**config.mk**
```make
export PLATFORM = sky130hd
export DESIGN_NAME = spc_pin_config
export DESIGN_NICKNAME = d
export VERILOG_FILES = /design/src/spc_pkg.sv /design/src/spc_pulse_widen.sv /design/src/spc_pin_config.sv
export SDC_FILE = /design/constraint.sdc
export NUM_CORES = 1
export LEC_CHECK = 0
export CAP_MARGIN = 10
export CORE_MARGIN = 2
export CORE_UTILIZATION = 55
export DETAILED_ROUTE_END_ITERATION = 8
export DONT_BUFFER_PORTS = 1
export PLACE_DENSITY = 0.82
export REMOVE_ABC_BUFFERS = 1
export SKIP_CTS_REPAIR_TIMING = 1
export SLEW_MARGIN = 40
export SYNTH_ARGS = -nofsm -noshare
export SYNTH_HDL_FRONTEND = slang
export SYNTH_SLANG_ARGS = --single-unit
```
**constraint.sdc**
```tcl
create_clock -name clk -period 1.7 [get_ports clk]
set_input_delay 0.17 -clock clk [delete_from_list [all_inputs] [get_ports clk]]
set_output_delay 0.17 -clock clk [all_outputs]
set_load 0.05 [all_outputs]
```
**src/spc_pkg.sv**
```systemverilog
package spc_pkg;

  // Register offsets on the parallel control port.
  localparam logic [7:0] PIN_FUNCTION_CONFIG_ADDR           = 8'h01;
  localparam logic [7:0] CLOCK_POLARITY_PAYLOAD_CONFIG_ADDR = 8'h02;

  // Values after reset, and the value read back from unmapped addresses.
  localparam logic [7:0] PIN_FUNCTION_CONFIG_RESET           = 8'h00;
  localparam logic [7:0] CLOCK_POLARITY_PAYLOAD_CONFIG_RESET = 8'h00;
  localparam logic [7:0] UNMAPPED_READ_VALUE                 = 8'h00;

  // Field positions of the pin function register.
  localparam int LINE_OUTPUT_FORMAT_BIT     = 0;
  localparam int TX_SYNC_DIRECTION_BIT      = 1;
  localparam int TX_SYNC_FRAMING_SELECT_BIT = 2;
  localparam int COMPOSITE_SYNC_SELECT_BIT  = 3;
  localparam int ALARM_PIN_FUNCTION_BIT     = 4;
  localparam int RX_SYNC_SELECT_A_BIT       = 5;
  localparam int RX_SYNC_SELECT_B_BIT       = 6;
  localparam int STANDARD_TIMING_ENABLE_BIT = 7;

  // Field positions of the clock polarity and payload register.
  localparam int RX_GAPPED_CLOCK_ENABLE_BIT = 0;
  localparam int TX_GAPPED_CLOCK_ENABLE_BIT = 1;
  localparam int TX_SYNC_INVERT_BIT         = 4;
  localparam int RX_SYNC_INVERT_BIT         = 5;
  localparam int TX_CLOCK_INVERT_BIT        = 6;
  localparam int RX_CLOCK_INVERT_BIT        = 7;

  // Line mode codes, shared by transmit and receive mode inputs.
  localparam logic [1:0] MODE_T1   = 2'h0;
  localparam logic [1:0] MODE_E1   = 2'h1;
  localparam logic [1:0] MODE_CC64 = 2'h2;
  localparam logic [1:0] MODE_6312 = 2'h3;

  // Width of a widened sync pulse, in clocks.
  localparam int WIDE_PULSE_CYCLES = 2;

endpackage

```
**src/spc_pulse_widen.sv**
```systemverilog
// Stretches a one-clock sync pulse to two clocks when asked to.
module spc_pulse_widen (
  input  wire logic clk,       // System clock.
  input  wire logic arst_n,    // Asynchronous reset, active low.
  input  wire logic clk_en,    // Freezes all state while low.
  input  wire logic pulse_in,  // One-clock sync pulse from the framer.
  input  wire logic widen,     // High to stretch this pulse.
  output logic      pulse_out  // Registered, possibly stretched pulse.
);

  // Whole state of the shaper.
  typedef struct packed {
    logic armed;  // Previous pulse asked to be widened.
    logic out;    // Output flop.
  } spc_widen_state_t;

  spc_widen_state_t s_q;  // Registered state.
  spc_widen_state_t s_d;  // Next state.

  // The second clock of a wide pulse is the cycle after a widened pulse.
  always_comb begin
    s_d       = s_q;
    s_d.armed = pulse_in & widen;
    s_d.out   = pulse_in | s_q.armed;
  end

  // State register, frozen by the clock enable.
  always_ff @(posedge clk or negedge arst_n) begin
    if (!arst_n) begin
      s_q <= '0;
    end else if (clk_en) begin
      s_q <= s_d;
    end
  end

  assign pulse_out = s_q.out;

endmodule

```
**src/spc_pin_config.sv**
```systemverilog
// Pin function, polarity and payload clock configuration for framing pins.
module spc_pin_config (
  input  wire logic       clk,                  // System clock, 200 MHz.
  input  wire logic       arst_n,               // Asynchronous reset, active low.
  input  wire logic       clk_en,               // Freezes all state while low.
  // Parallel control port.
  input  wire logic [7:0] addr,                 // Register address.
  input  wire logic       wr_en,                // Write strobe, one clock.
  input  wire logic       rd_en,                // Read strobe, one clock.
  input  wire logic [7:0] wdata,                // Write data.
  output logic      [7:0] rdata_q,              // Read data, valid after rd_en.
  // Operating modes.
  input  wire logic [1:0] tx_mode,              // Transmit line mode code.
  input  wire logic [1:0] rx_mode,              // Receive line mode code.
  // Transmit line data from the encoder.
  input  wire logic       bipolar_pos,          // Bipolar positive rail.
  input  wire logic       bipolar_neg,          // Bipolar negative rail.
  input  wire logic       nrz_data,             // NRZ data.
  output logic            tx_line_positive_q,   // Positive line data pin.
  output logic            tx_line_negative_q,   // Negative line data pin.
  // Transmit sync sources and the two-way sync pin.
  input  wire logic       tx_frame_pulse,       // Transmit frame sync.
  input  wire logic       tx_mf_pulse,          // Transmit multiframe sync.
  input  wire logic       tx_sig_frame,         // Transmit frame is a signaling frame.
  input  wire logic       ref_8k_legacy,        // 8kHz reference, legacy timing.
  input  wire logic       ref_8k_std,           // 8kHz reference, standard timing.
  input  wire logic       ref_400_legacy,       // 400Hz reference, legacy timing.
  input  wire logic       ref_400_std,          // 400Hz reference, standard timing.
  input  wire logic       tx_sync_pin_i,        // Sync pin level seen from outside.
  output logic            tx_sync_pin_o_q,      // Sync pin drive value.
  output logic            tx_sync_pin_oe_q,     // Sync pin output enable, high drives.
  output logic            tx_sync_in_q,         // Received external sync to framer.
  // Receive sync sources.
  input  wire logic       rx_frame_pulse,       // Receive frame pulse.
  input  wire logic       rx_mf_pulse,          // Receive T1 multiframe pulse.
  input  wire logic       rx_cas_mf_pulse,      // Receive E1 CAS multiframe boundary.
  input  wire logic       rx_crc4_mf_pulse,     // Receive E1 CRC4 multiframe boundary.
  input  wire logic       rx_sig_frame,         // Receive frame is a signaling frame.
  output logic            rx_sync_pin_q,        // Receive sync output pin.
  // Alarm sources.
  input  wire logic       rx_frame_loss,        // Receive loss of frame.
  input  wire logic       tx_clock_loss,        // Loss of transmit clock.
  input  wire logic       cc_error,             // Composite clock error.
  output logic            shared_alarm_pin_q,   // Shared alarm pin.
  // Clocks as sampled levels, with gap markers.
  input  wire logic       tx_clock_input_pin,   // Transmit clock level.
  input  wire logic       tx_gap,               // Transmit overhead bit position.
  input  wire logic       rx_clk_level,         // Recovered receive clock level.
  input  wire logic       rx_gap,               // Receive overhead bit position.
  output logic            tx_clock_output_pin_q,// Transmit clock output pin.
  output logic            rx_clock_out_q        // Receive clock output pin.
);

  // Whole state of the block, apart from the two pulse stretchers.
  typedef struct packed {
    logic [7:0] pin_function_config;           // Pin function register.
    logic [7:0] clock_polarity_payload_config; // Polarity and payload register.
    logic [7:0] rdata;                         // Read data.
    logic       line_pos;                      // Positive line pin.
    logic       line_neg;                      // Negative line pin.
    logic       sync_o;                        // Sync pin drive.
    logic       sync_oe;                       // Sync pin enable.
    logic       sync_in;                       // External sync to framer.
    logic       rx_sync;                       // Receive sync pin.
    logic       alarm;                         // Shared alarm pin.
    logic       tx_clock_input_pin_out;                      // Transmit clock pin.
    logic       rclk_out;                      // Receive clock pin.
  } spc_state_t;

  spc_state_t s_q;  // Registered state.
  spc_state_t s_d;  // Next state.

  logic tx_wide;    // Transmit sync pulse after widening.
  logic rx_wide;    // Receive frame pulse after widening.
  logic tx_widen;   // Stretch request for transmit sync.
  logic rx_widen;   // Stretch request for receive sync.

  // True for the framed modes in which framing options apply.
  function automatic logic is_framed(input logic [1:0] mode);
    is_framed = (mode == spc_pkg::MODE_T1) || (mode == spc_pkg::MODE_E1);
  endfunction

  // Gaps a clock at overhead positions when enabled in a framed mode.
  function automatic logic gapped_clock(input logic clk_lvl, input logic gap,
                                        input logic en, input logic [1:0] mode);
    gapped_clock = clk_lvl & ~(en & is_framed(mode) & gap);
  endfunction

  // Short aliases for configuration fields.
  logic [7:0] f1;   // Pin function register.
  logic [7:0] f2;   // Polarity and payload register.
  assign f1 = s_q.pin_function_config;
  assign f2 = s_q.clock_polarity_payload_config;

  // Double-wide only in T1 mode, during signaling frames; transmit also needs the output direction.
  assign tx_widen = (tx_mode == spc_pkg::MODE_T1) &
                    f1[spc_pkg::COMPOSITE_SYNC_SELECT_BIT] &
                    f1[spc_pkg::TX_SYNC_DIRECTION_BIT] & tx_sig_frame;
  assign rx_widen = (rx_mode == spc_pkg::MODE_T1) &
                    ~f1[spc_pkg::RX_SYNC_SELECT_A_BIT] &
                    f1[spc_pkg::RX_SYNC_SELECT_B_BIT] & rx_sig_frame;

  // Transmit sync stretcher; its source is the frame or multiframe pulse.
  spc_pulse_widen u_tx_widen (
    .clk       (clk),
    .arst_n    (arst_n),
    .clk_en    (clk_en),
    .pulse_in  (f1[spc_pkg::TX_SYNC_FRAMING_SELECT_BIT] ? tx_mf_pulse : tx_frame_pulse),
    .widen     (tx_widen),
    .pulse_out (tx_wide)
  );

  // Receive frame pulse stretcher.
  spc_pulse_widen u_rx_widen (
    .clk       (clk),
    .arst_n    (arst_n),
    .clk_en    (clk_en),
    .pulse_in  (rx_frame_pulse),
    .widen     (rx_widen),
    .pulse_out (rx_wide)
  );

  // Next-state logic: register port and all pin multiplexing.
  always_comb begin
    logic tx_src;   // Chosen transmit sync source before inversion.
    logic rx_src;   // Chosen receive sync source before inversion.
    tx_src = 1'b0;
    rx_src = 1'b0;
    s_d    = s_q;

    // Writes store the whole byte, unused bits included, so reads echo it.
    if (wr_en) begin
      if (addr == spc_pkg::PIN_FUNCTION_CONFIG_ADDR) begin
        s_d.pin_function_config = wdata;
      end else if (addr == spc_pkg::CLOCK_POLARITY_PAYLOAD_CONFIG_ADDR) begin
        s_d.clock_polarity_payload_config = wdata;
      end
    end

    // Reads answer one clock later; unmapped addresses read as zero.
    if (rd_en) begin
      if (addr == spc_pkg::PIN_FUNCTION_CONFIG_ADDR) begin
        s_d.rdata = s_q.pin_function_config;
      end else if (addr == spc_pkg::CLOCK_POLARITY_PAYLOAD_CONFIG_ADDR) begin
        s_d.rdata = s_q.clock_polarity_payload_config;
      end else begin
        s_d.rdata = spc_pkg::UNMAPPED_READ_VALUE;
      end
    end

    // Line data format.
    if (f1[spc_pkg::LINE_OUTPUT_FORMAT_BIT]) begin
      s_d.line_pos = nrz_data;
      s_d.line_neg = 1'b0;
    end else begin
      s_d.line_pos = bipolar_pos;
      s_d.line_neg = bipolar_neg;
    end

    // Transmit sync source by mode.
    case (tx_mode)
      spc_pkg::MODE_T1, spc_pkg::MODE_E1: begin
        tx_src = tx_wide;
      end
      spc_pkg::MODE_CC64: begin
        // Standard timing only matters in composite modes.
        if (f1[spc_pkg::COMPOSITE_SYNC_SELECT_BIT]) begin
          tx_src = f1[spc_pkg::STANDARD_TIMING_ENABLE_BIT] ? ref_400_std
                                                           : ref_400_legacy;
        end else begin
          tx_src = f1[spc_pkg::STANDARD_TIMING_ENABLE_BIT] ? ref_8k_std
                                                           : ref_8k_legacy;
        end
      end
      default: begin
        tx_src = tx_frame_pulse;
      end
    endcase

    // Sync pin direction and polarity; input direction releases the pin.
    s_d.sync_oe = f1[spc_pkg::TX_SYNC_DIRECTION_BIT];
    s_d.sync_o  = f1[spc_pkg::TX_SYNC_DIRECTION_BIT] &
                  (tx_src ^ f2[spc_pkg::TX_SYNC_INVERT_BIT]);
    s_d.sync_in = ~f1[spc_pkg::TX_SYNC_DIRECTION_BIT] &
                  (tx_sync_pin_i ^ f2[spc_pkg::TX_SYNC_INVERT_BIT]);

    // Receive sync source by mode and the two select bits.
    case (rx_mode)
      spc_pkg::MODE_T1: begin
        rx_src = f1[spc_pkg::RX_SYNC_SELECT_A_BIT] ? rx_mf_pulse : rx_wide;
      end
      spc_pkg::MODE_E1: begin
        if (f1[spc_pkg::RX_SYNC_SELECT_A_BIT]) begin
          rx_src = f1[spc_pkg::RX_SYNC_SELECT_B_BIT] ? rx_crc4_mf_pulse
                                                     : rx_cas_mf_pulse;
        end else begin
          rx_src = rx_wide;
        end
      end
      default: begin
        rx_src = rx_frame_pulse;
      end
    endcase
    s_d.rx_sync = rx_src ^ f2[spc_pkg::RX_SYNC_INVERT_BIT];

    // Shared alarm pin function.
    case (rx_mode)
      spc_pkg::MODE_T1, spc_pkg::MODE_E1: begin
        s_d.alarm = f1[spc_pkg::ALARM_PIN_FUNCTION_BIT] ? tx_clock_loss
                                                        : rx_frame_loss;
      end
      spc_pkg::MODE_CC64: begin
        s_d.alarm = cc_error;
      end
      default: begin
        s_d.alarm = rx_frame_loss;
      end
    endcase

    // Payload clocks, gapped then inverted.
    s_d.tx_clock_input_pin_out = gapped_clock(tx_clock_input_pin, tx_gap,
                                f2[spc_pkg::TX_GAPPED_CLOCK_ENABLE_BIT], tx_mode) ^
                   f2[spc_pkg::TX_CLOCK_INVERT_BIT];
    s_d.rclk_out = gapped_clock(rx_clk_level, rx_gap,
                                f2[spc_pkg::RX_GAPPED_CLOCK_ENABLE_BIT], rx_mode) ^
                   f2[spc_pkg::RX_CLOCK_INVERT_BIT];
  end

  // State register; unused bits two and three are stored as written, and
  // software is expected to keep them zero.
  always_ff @(posedge clk or negedge arst_n) begin
    if (!arst_n) begin
      s_q <= '0;
      s_q.pin_function_config           <= spc_pkg::PIN_FUNCTION_CONFIG_RESET;
      s_q.clock_polarity_payload_config <= spc_pkg::CLOCK_POLARITY_PAYLOAD_CONFIG_RESET;
    end else if (clk_en) begin
      s_q <= s_d;
    end
  end

  // Outputs straight from the state flops.
  assign rdata_q               = s_q.rdata;
  assign tx_line_positive_q    = s_q.line_pos;
  assign tx_line_negative_q    = s_q.line_neg;
  assign tx_sync_pin_o_q       = s_q.sync_o;
  assign tx_sync_pin_oe_q      = s_q.sync_oe;
  assign tx_sync_in_q          = s_q.sync_in;
  assign rx_sync_pin_q         = s_q.rx_sync;
  assign shared_alarm_pin_q    = s_q.alarm;
  assign tx_clock_output_pin_q = s_q.tx_clock_input_pin_out;
  assign rx_clock_out_q        = s_q.rclk_out;
endmodule

```
==> impl_metrics.env, run 1 <==
export IMPL_critical_path_endpoint_type="flip-flop"
export IMPL_hold_violations=2
export IMPL_synth_seq_cells=37
export IMPL_cts_sinks=37
export IMPL_period_minus_slack_ns=1.46
export IMPL_initial_utilization_pct=57.7
export IMPL_pwr_share_comb_pct=8.7
export IMPL_clock_skew_ns=0.0102
export IMPL_nFillCells=244
export IMPL_cts_tree="done"
export IMPL_vias=1276
export IMPL_powerDensity_nw_per_um2=786
export IMPL_drt_total_wl_um=3950
export IMPL_min_path_type="input pin to flip-flop"
export IMPL_hold_worst_slack_ns=-0.0118
export IMPL_rows=20
export IMPL_hpwl_um=2660
export IMPL_max_clock_freq_ghz=0.683
export IMPL_setup_violations=0
export IMPL_drive_gt1_share_pct=22.8
export IMPL_synth_most_common_cell="dfrtp_1"
export IMPL_final_cells=211
export IMPL_drv_slew=0
export IMPL_maxSlewHeadroom_pct=59.8
export IMPL_dp_cells=189
export IMPL_wl_per_cell_um=18.7
export IMPL_worst_setup_path_type="flip-flop to flip-flop"
export IMPL_syn_mean_instance_area_um2=12.1
export IMPL_clock_latency_ns=0.34
export IMPL_synth_commonest_cells="dfrtp_1 (37), mux2_2 (19), inv_1 (11), a222oi_1 (8), nor2_1 (8)"
export IMPL_die_area_um2=3650
export IMPL_place_congestion=0.696
export IMPL_grt_util_all_layers_pct=21.9
export IMPL_cts_root_buf="clkbuf_4"
export IMPL_synth_area_leaders="dfrtp_1 (53%), mux2_2 (12%), a222oi_1 (4.6%)"
export IMPL_yosys_warnings=0
export IMPL_startpoint_type="flip-flop"
export IMPL_setup_ws_ns=0.236
export IMPL_maxCapViolCount=0
export IMPL_grt_pass1_wl_um=5600
export IMPL_p_seq_share_pct=63.4
export IMPL_yosys_area_top_type="dfrtp_1"
export IMPL_fin_crit_sh_pct=86.1
export IMPL_htree_levels=2
export IMPL_cts_buffers=5
export IMPL_first_iter_violations=86
export IMPL_diodes=0
export IMPL_die_y_um=60.4
export IMPL_dr_pass1_iters=4
export IMPL_cp_arrival_ns=1.69
export IMPL_first_global_vias=1223
export IMPL_overflow=0
export IMPL_p_sw_uw=444
export IMPL_ant_nets=0
export IMPL_area_growth_syn_to_layout_pct=15.3
export IMPL_dieWidth_um=60.4
export IMPL_synth_area_um2=1750
export IMPL_pre_cts_slack_ns=-0.132
export IMPL_regToRegStartpoint="f1[7]"
export IMPL_rsz0062_at_grt="false"
export IMPL_outcome="finished, violations left"
export IMPL_synth_seq_area_share_pct=53.0
export IMPL_drc_errors=0
export IMPL_cp_max_fo=3
export IMPL_cp_required_ns=1.93
export IMPL_syn_inst=145
export IMPL_antenna_found_initial=0
export IMPL_cp_startpoint="f1[7]"
export IMPL_violations="hold timing"
export IMPL_p_int_mw=1.14
export IMPL_synthFlopType="dfrtp_1"
export IMPL_total_power_mw=1.58
export IMPL_tightestPinTransition_ns=0.602
export IMPL_path_clk_slew_ns=0.11
export IMPL_core_area_um2=3030
export IMPL_async_flop_share_pct=100
export IMPL_grt_max_degree=38
export IMPL_vias_per_cell=6.05
export IMPL_yosysUniqueCellTypes=35
export IMPL_ios=65
export IMPL_hp_start="clk_en"
export IMPL_fin_nets=214
export IMPL_cts_buffer_depth=2
export IMPL_vdd_drop_max_uv=494
export IMPL_synth_edff_count=0
export IMPL_synth_top_area_share_pct=53.0
export IMPL_clockPowerShare_pct=28.0
export IMPL_power_leakage_nw=0.975
export IMPL_swShare_pct=28.0
export IMPL_io_buffers=0
-- power groups by stage --
stage                     combinational, mW  clock (mW)  sequential, mW
final                                 0.137       0.443            1.00
after global routing                  0.154       0.490            1.01
after CTS                            0.0838       0.449            1.00
after detailed placement             0.0836           0            1.02
after global placement               0.0785           0            1.02
after floorplan                      0.0729           0            1.01
-- per-layer routing --
layer | vias up | part of all wire, % | GRT usage (%)
met3 | 7 | 7.0 | 8.32
met4 | 0 | 1.4 | 11.7
met1 | 633 | 40 | 24.8
met2 | 55 | 51 | 36.0
li1 | 581 | - | -
met5 | - | 0 | 0
-- final cells by class --
class	instances	area, µm²	area share (%)
Inverter	11	41.3	2.05
Tap cell	44	55.1	2.73
Clock buffer	6	41.3	2.05
Clock inverter	2	10.0	0.497
Multi-Input combinational cell	94	769	38.2
Timing Repair Buffer	17	173	8.57
Sequential cell	37	926	45.9
-- cells in the final DEF (no fill, tap or decap), types with 2 or more instances in the layout --
cell and n:
dfrtp_1 37, mux2_2 19, dlygate4sd3_1 13, inv_1 11
a222oi_1 8, nor2_1 8, nand2_1 6, a21oi_1 6
mux2i_1 5, clkbuf_4 5, o21ai_0 4, nor2b_1 4
nand2b_1 3, nand3_1 3, nand4_1 3, buf_4 3
nor2_8 2, nor4_2 2, nand3b_1 2, a31oi_1 2
xor2_1 2, clkinv_2 2
-- worst paths after layout --
check	endpoint	slack [ns]	cells past startpoint
max	tx_sync_pin_o_q	0.24	4
min	tx_line_positive_q	-0.01	2
max reg2reg	tx_sync_pin_o_q	0.24	4
min reg2reg	f2[2]	0.52	1
max in group asynchronous	f1[7]	1.24	2
min in group asynchronous	f1[6]	0.27	2
-- stage by stage --
stage                     utilization (%)  instance area, µm²  hold slack [ns]  setup TNS, ns
after detailed placement             59.9                1810           -0.125          -1.74
final                                66.6                2020          -0.0118              0
after floorplan                         -                1740           -0.126          -1.13
after global routing                 66.6                2020          0.00200              0
after CTS                            61.6                1870           -0.507              0
after global placement               59.9                1810           -0.125          -1.29
-- cells by family (layout without fill, tap and decap cells) --
family	count (synthesis)	after routing	synth area share (%)
compound gates	24	24	9.81
xor+xnor	3	3	1.50
buf+inv	14	36	3.01
mux	25	25	16.4
simple gates	42	42	16.3
flops	37	37	53.0
-- worst max-delay path: stages, from the launching register on --
cell and delay (ns):
dfrtp_1 0.43, mux4_2 0.51, mux2i_1 0.19, a21o_1 0.15, nand4_1 0.08
No activity file was read; power rests on OpenSTA's default activity.
==> run 2: changes to the inputs <==
--- a/config.mk
+++ b/config.mk
@@ -10,7 +10,7 @@
 export CORE_UTILIZATION = 55
 export DETAILED_ROUTE_END_ITERATION = 8
 export DONT_BUFFER_PORTS = 1
-export PLACE_DENSITY = 0.82
+export PLACE_DENSITY = 0.7
 export REMOVE_ABC_BUFFERS = 1
 export SKIP_CTS_REPAIR_TIMING = 1
 export SLEW_MARGIN = 40
==> run 2 against run 1 <==
Effect of this change: the run still ends with hold timing left; flip-flop and latch count did not move; sequential power about the same; routed wire length decreased by 2.9%; clock skew is 0.0063 ns lower; clock-buffer cell count up 2; core utilization is 0.083 points lower; combinational power about the same; hold slack gained 0.0048 ns; global-route usage is 0.41 points lower; clock power is 2% lower; total power shrank 0.54%; die area stayed put.
==> impl_metrics.env, run 2 (same netlist as run 1, synthesis figures left out) <==
export IMPL_outcome="finished, violations left"
export IMPL_violations="hold timing"
export IMPL_clock_skew_ns=0.00389
export IMPL_vias_per_cell=6.05
export IMPL_area_growth_syn_to_layout_pct=15.2
export IMPL_cts_buffers=5
export IMPL_max_stage_delay_ns=0.51
export IMPL_total_power_mw=1.58
export IMPL_crit_cells=4
export IMPL_hold_path_end="tx_line_positive_q"
export IMPL_crit_family="simple AND/OR/NAND/NOR gates"
export IMPL_layout_common_cells="dfrtp_1 (37), mux2_2 (19), dlygate4sd3_1 (13), inv_1 (11)"
export IMPL_cp_arrival_ns=1.69
export IMPL_rows=20
export IMPL_setup_ws_ns=0.238
export IMPL_ff2ff_path_depth=4
export IMPL_regToRegStartpoint="f1[7]"
export IMPL_hpwl_um=2660
export IMPL_cts_tree="done"
export IMPL_power_leakage_nw=0.970
export IMPL_drt_total_wl_um=3840
export IMPL_ios=65
export IMPL_grt_util_all_layers_pct=21.5
export IMPL_place_congestion=0.800
export IMPL_grt_pass1_wl_um=5690
export IMPL_first_global_vias=1223
export IMPL_hold_violations=1
export IMPL_critical_path_endpoint_type="flip-flop"
export IMPL_hold_worst_slack_ns=-0.00709
export IMPL_cts_buffer_depth=2
export IMPL_core_area_um2=3030
export IMPL_fin_nets=214
export IMPL_drv_slew=0
export IMPL_nFillCells=239
export IMPL_wl_per_cell_um=18.2
export IMPL_vias=1276
export IMPL_max_clock_freq_ghz=0.684
export IMPL_drive_gt1_share_pct=21.6
export IMPL_dr_pass1_iters=4
export IMPL_period_minus_slack_ns=1.46
export IMPL_worst_path_buf_inv=0
export IMPL_vdd_drop_max_uv=430
export IMPL_min_path_type="input pin to flip-flop"
export IMPL_grt_max_degree=38
export IMPL_io_buffers=0
export IMPL_maxSlewHeadroom_pct=57.2
export IMPL_cts_root_buf="clkbuf_4"
export IMPL_cts_sinks=37
export IMPL_rsz0062_at_grt="false"
export IMPL_clock_latency_ns=0.34
export IMPL_hp_start="clk_en"
export IMPL_die_area_um2=3650
export IMPL_dieWidth_um=60.4
export IMPL_diodes=0
export IMPL_whs_path_depth=2
export IMPL_ant_nets=0
export IMPL_reg2reg_to="tx_sync_pin_o_q"
export IMPL_startpoint_type="input pin"
export IMPL_maxCapViolCount=0
export IMPL_rrSetupSlack_ns=0.25
export IMPL_path_cells="or4_4, or3_4, nor2_8, mux2_2"
export IMPL_layout_commonest_cell="dfrtp_1"
export IMPL_initial_utilization_pct=57.7
export IMPL_cp_required_ns=1.93
export IMPL_overflow=0
export IMPL_cp_max_fo=8
export IMPL_worst_setup_path_type="input pin to flip-flop"
export IMPL_slowest_stage="or4_4"
export IMPL_drc_errors=0
export IMPL_setup_tns_ns=0
export IMPL_tightestPinTransition_ns=0.640
export IMPL_path_clk_slew_ns=0.10
export IMPL_setup_violations=0
export IMPL_die_y_um=60.4
export IMPL_powerDensity_nw_per_um2=783
export IMPL_fin_crit_sh_pct=86.0
export IMPL_pre_cts_slack_ns=-0.129
export IMPL_first_iter_violations=77
export IMPL_htree_levels=2
export IMPL_antenna_found_initial=0
run 2: metal layers:
layer | vias to the layer above | track usage, % | share of wire (%)
met1 | 627 | 26.4 | 39
met4 | 0 | 7.30 | 1.5
met2 | 68 | 34.9 | 50
met5 | - | 0 | 0
li1 | 573 | - | -
met3 | 8 | 8.32 | 9.0
run 2: worst max path at each step:
stage | from | to | slack [ns]
after floorplan | addr[7] | f2[0] | -0.08
after global placement | addr[7] | f2[4] | -0.09
after detailed placement | addr[7] | f2[6] | -0.13
after CTS | f1[7] | tx_sync_pin_o_q | 0.24
after global routing | f1[7] | tx_sync_pin_o_q | 0.18
final | addr[7] | f2[6] | 0.24
run 2: final cells by class:
| type | instances | area (µm²) | share of cell area [%] |
|---|---|---|---|
| Tap cell | 44 | 55.1 | 2.73 |
| Sequential cell | 37 | 926 | 46.0 |
| Multi-Input combinational cell | 94 | 769 | 38.2 |
| Timing Repair Buffer | 17 | 173 | 8.58 |
| Inverter | 11 | 41.3 | 2.05 |
| Clock buffer | 8 | 48.8 | 2.42 |
run 2: power by group:
| part | switching [mW] | internal (mW) | total [mW] | leakage, nW |
|---|---|---|---|---|
| logic | 0.0661 | 0.0717 | 0.138 | 0.451 |
| registers | 0.0923 | 0.911 | 1.00 | 0.492 |
| clock network | 0.269 | 0.165 | 0.434 | 0.0265 |
| total | 0.428 | 1.15 | 1.58 | 0.970 |
run 2: stage by stage:
stage                     utilization (%)  instances  cell area (µm²)
after floorplan                         -        142             1740
after global placement               59.9        189             1810
after detailed placement             59.9        189             1810
after CTS                            61.5        197             1860
after global routing                 66.5        211             2010
final                                66.5        211             2010
==> run 3: changes to the inputs <==
--- a/config.mk
+++ b/config.mk
@@ -16,4 +16,5 @@
 export SLEW_MARGIN = 40
 export SYNTH_ARGS = -nofsm -noshare
 export SYNTH_HDL_FRONTEND = slang
+export SYNTH_HIERARCHICAL = 1
 export SYNTH_SLANG_ARGS = --single-unit
==> run 3 against run 2 <==
Effect of this change: the run still ends with hold timing left; hold slack improved by 0.0012 ns; first-iteration DRC count down 17%; synthesized cell count up 0.69%; final cell count grew 1.9%; sequential power barely moved; core utilization up 1.0 points; largest cell class unchanged; highest routed layer unchanged; clock-buffer cell count unchanged; critical path depth stayed put; sequential share of layout area is 1.1 points lower; die area grew 1.4%; worst setup slack worse by 0.013 ns.
==> impl_metrics.env, run 3 <==
export IMPL_outcome="finished, violations left"
export IMPL_violations="hold timing"
export IMPL_grt_pass1_wl_um=5790
export IMPL_dieWidth_um=60.8
export IMPL_antenna_found_initial=0
export IMPL_syn_mean_instance_area_um2=12.2
export IMPL_io_buffers=0
export IMPL_vias_per_cell=5.96
export IMPL_max_clock_freq_ghz=0.678
export IMPL_pre_cts_slack_ns=-0.117
export IMPL_ios=65
export IMPL_setup_ws_ns=0.225
export IMPL_cts_sinks=37
export IMPL_wl_per_cell_um=18.2
export IMPL_total_power_mw=1.58
export IMPL_clock_skew_ns=0.000713
export IMPL_fin_nets=218
export IMPL_cts_tree="done"
export IMPL_min_path_type="input pin to flip-flop"
export IMPL_area_growth_syn_to_layout_pct=16.1
export IMPL_drive_gt1_share_pct=22.8
export IMPL_place_congestion=0.738
export IMPL_cp_required_ns=1.92
export IMPL_synth_top_area_share_pct=52.2
export IMPL_dr_pass1_iters=4
export IMPL_ff2ff_path_depth=4
export IMPL_drc_errors=0
export IMPL_first_iter_violations=64
export IMPL_clock_latency_ns=0.33
export IMPL_synth_seq_cells=37
export IMPL_cp_arrival_ns=1.69
export IMPL_synthFlopType="dfrtp_1"
export IMPL_initial_utilization_pct=58.1
export IMPL_tightestPinTransition_ns=0.641
export IMPL_worst_setup_path_type="flip-flop to flip-flop"
export IMPL_period_minus_slack_ns=1.47
export IMPL_cts_buffers=5
export IMPL_maxCapViolCount=0
export IMPL_synth_area_um2=1770
export IMPL_path_clk_slew_ns=0.10
export IMPL_grt_util_all_layers_pct=21.8
export IMPL_htree_levels=2
export IMPL_synth_area_leaders="dfrtp_1 (52%), mux2_2 (13%), a222oi_1 (4.5%)"
export IMPL_synth_commonest_cells="dfrtp_1 (37), mux2_2 (20), inv_1 (11), nor2_1 (11), a222oi_1 (8)"
export IMPL_critical_path_endpoint_type="flip-flop"
export IMPL_power_leakage_nw=1.01
export IMPL_reg2reg_to="tx_sync_pin_o_q"
export IMPL_synth_edff_count=0
export IMPL_rows=20
export IMPL_setup_violations=0
export IMPL_vias=1282
export IMPL_powerDensity_nw_per_um2=767
export IMPL_rrSetupSlack_ns=0.23
export IMPL_cts_root_buf="clkbuf_4"
export IMPL_cp_max_fo=3
export IMPL_drt_total_wl_um=3920
export IMPL_maxSlewHeadroom_pct=57.2
export IMPL_regToRegStartpoint="f1[7]"
export IMPL_async_flop_share_pct=100
export IMPL_die_y_um=60.8
export IMPL_syn_inst=146
export IMPL_die_area_um2=3700
export IMPL_layout_common_cells="dfrtp_1 (37), mux2_2 (20), dlygate4sd3_1 (14), nor2_1 (11), inv_1 (11)"
export IMPL_diodes=0
export IMPL_yosys_area_top_type="dfrtp_1"
export IMPL_drv_slew=0
export IMPL_first_global_vias=1201
export IMPL_cp_startpoint="f1[7]"
export IMPL_vdd_drop_max_uv=469
export IMPL_fin_crit_sh_pct=86.8
export IMPL_overflow=0
export IMPL_hold_worst_slack_ns=-0.00591
export IMPL_layout_commonest_cell="dfrtp_1"
export IMPL_startpoint_type="flip-flop"
export IMPL_cts_buffer_depth=2
export IMPL_ant_nets=0
export IMPL_hpwl_um=2700
export IMPL_worstSetupEndpoint="tx_sync_pin_o_q"
export IMPL_core_area_um2=3050
export IMPL_yosysUniqueCellTypes=34
export IMPL_yosys_warnings=6
export IMPL_rsz0062_at_grt="false"
export IMPL_synth_seq_area_share_pct=52.2
export IMPL_grt_max_degree=38
export IMPL_synth_most_common_cell="dfrtp_1"
export IMPL_hold_violations=2
run 3: report_power, final:
group | leakage [nW] | internal (mW) | switching [mW] | total (mW)
logic | 0.488 | 0.0760 | 0.0702 | 0.146
registers | 0.492 | 0.911 | 0.0923 | 1.00
clock network | 0.0265 | 0.165 | 0.265 | 0.430
total | 1.01 | 1.15 | 0.428 | 1.58
run 3: worst max-delay path, cell delays in order, from the launching register on:
cell     delay, ns
dfrtp_1       0.42
mux4_2        0.51
mux2i_1       0.21
a21o_1        0.15
nand4_1       0.08
run 3: metrics by stage:
stage                     area (µm²)  TNS, ns  instances  util (%)
after floorplan                 1770    -1.62        144         -
after global placement          1850    -1.31        192      60.7
after detailed placement        1850    -1.71        192      60.7
after CTS                       1900        0        200      62.3
after global routing            2060        0        215      67.5
final                           2060        0        215      67.5
run 3: logic make-up (layout without fill, tap and decap cells):
group | after synthesis | count (layout) | share of synthesized area (%)
simple gates | 44 | 44 | 17.8
flops | 37 | 37 | 52.2
mux | 25 | 25 | 16.2
compound gates | 24 | 24 | 9.52
buf+inv | 13 | 38 | 2.75
xor+xnor | 3 | 3 | 1.48
run 3: final cells by class:
class,instances,area (µm²)
tap,44,55.1
clock buffer,8,48.8
inverter,11,41.3
fill,266,992
timing repair buffer,19,190
multi-input combinational,96,800
sequential,37,926
run 3: worst min-delay path by stage:
stage / from / to / slack, ns / cells past startpoint
2_1_floorplan: arst_n / f1[0] / -0.13 / 0
3_3_place_gp: arst_n / rx_sync_pin_q / -0.12 / 0
3_5_place_dp: arst_n / rx_sync_pin_q / -0.12 / 0
4_1_cts: arst_n / rdata_q[1] / -0.49 / 0
5_1_grt: clk_en / tx_line_negative_q / 0.005 / 2
6_report: clk_en / tx_line_negative_q / -0.006 / 2
run 3: routing by layer:
layer  share of wire (%)  routed length [µm]  global-route usage (%)
met5                   0                   0                       0
met4                 1.5                  60                    7.45
met3                 9.8                 385                    8.96
met2                  48                1900                    35.3
met1                  40                1570                    26.3
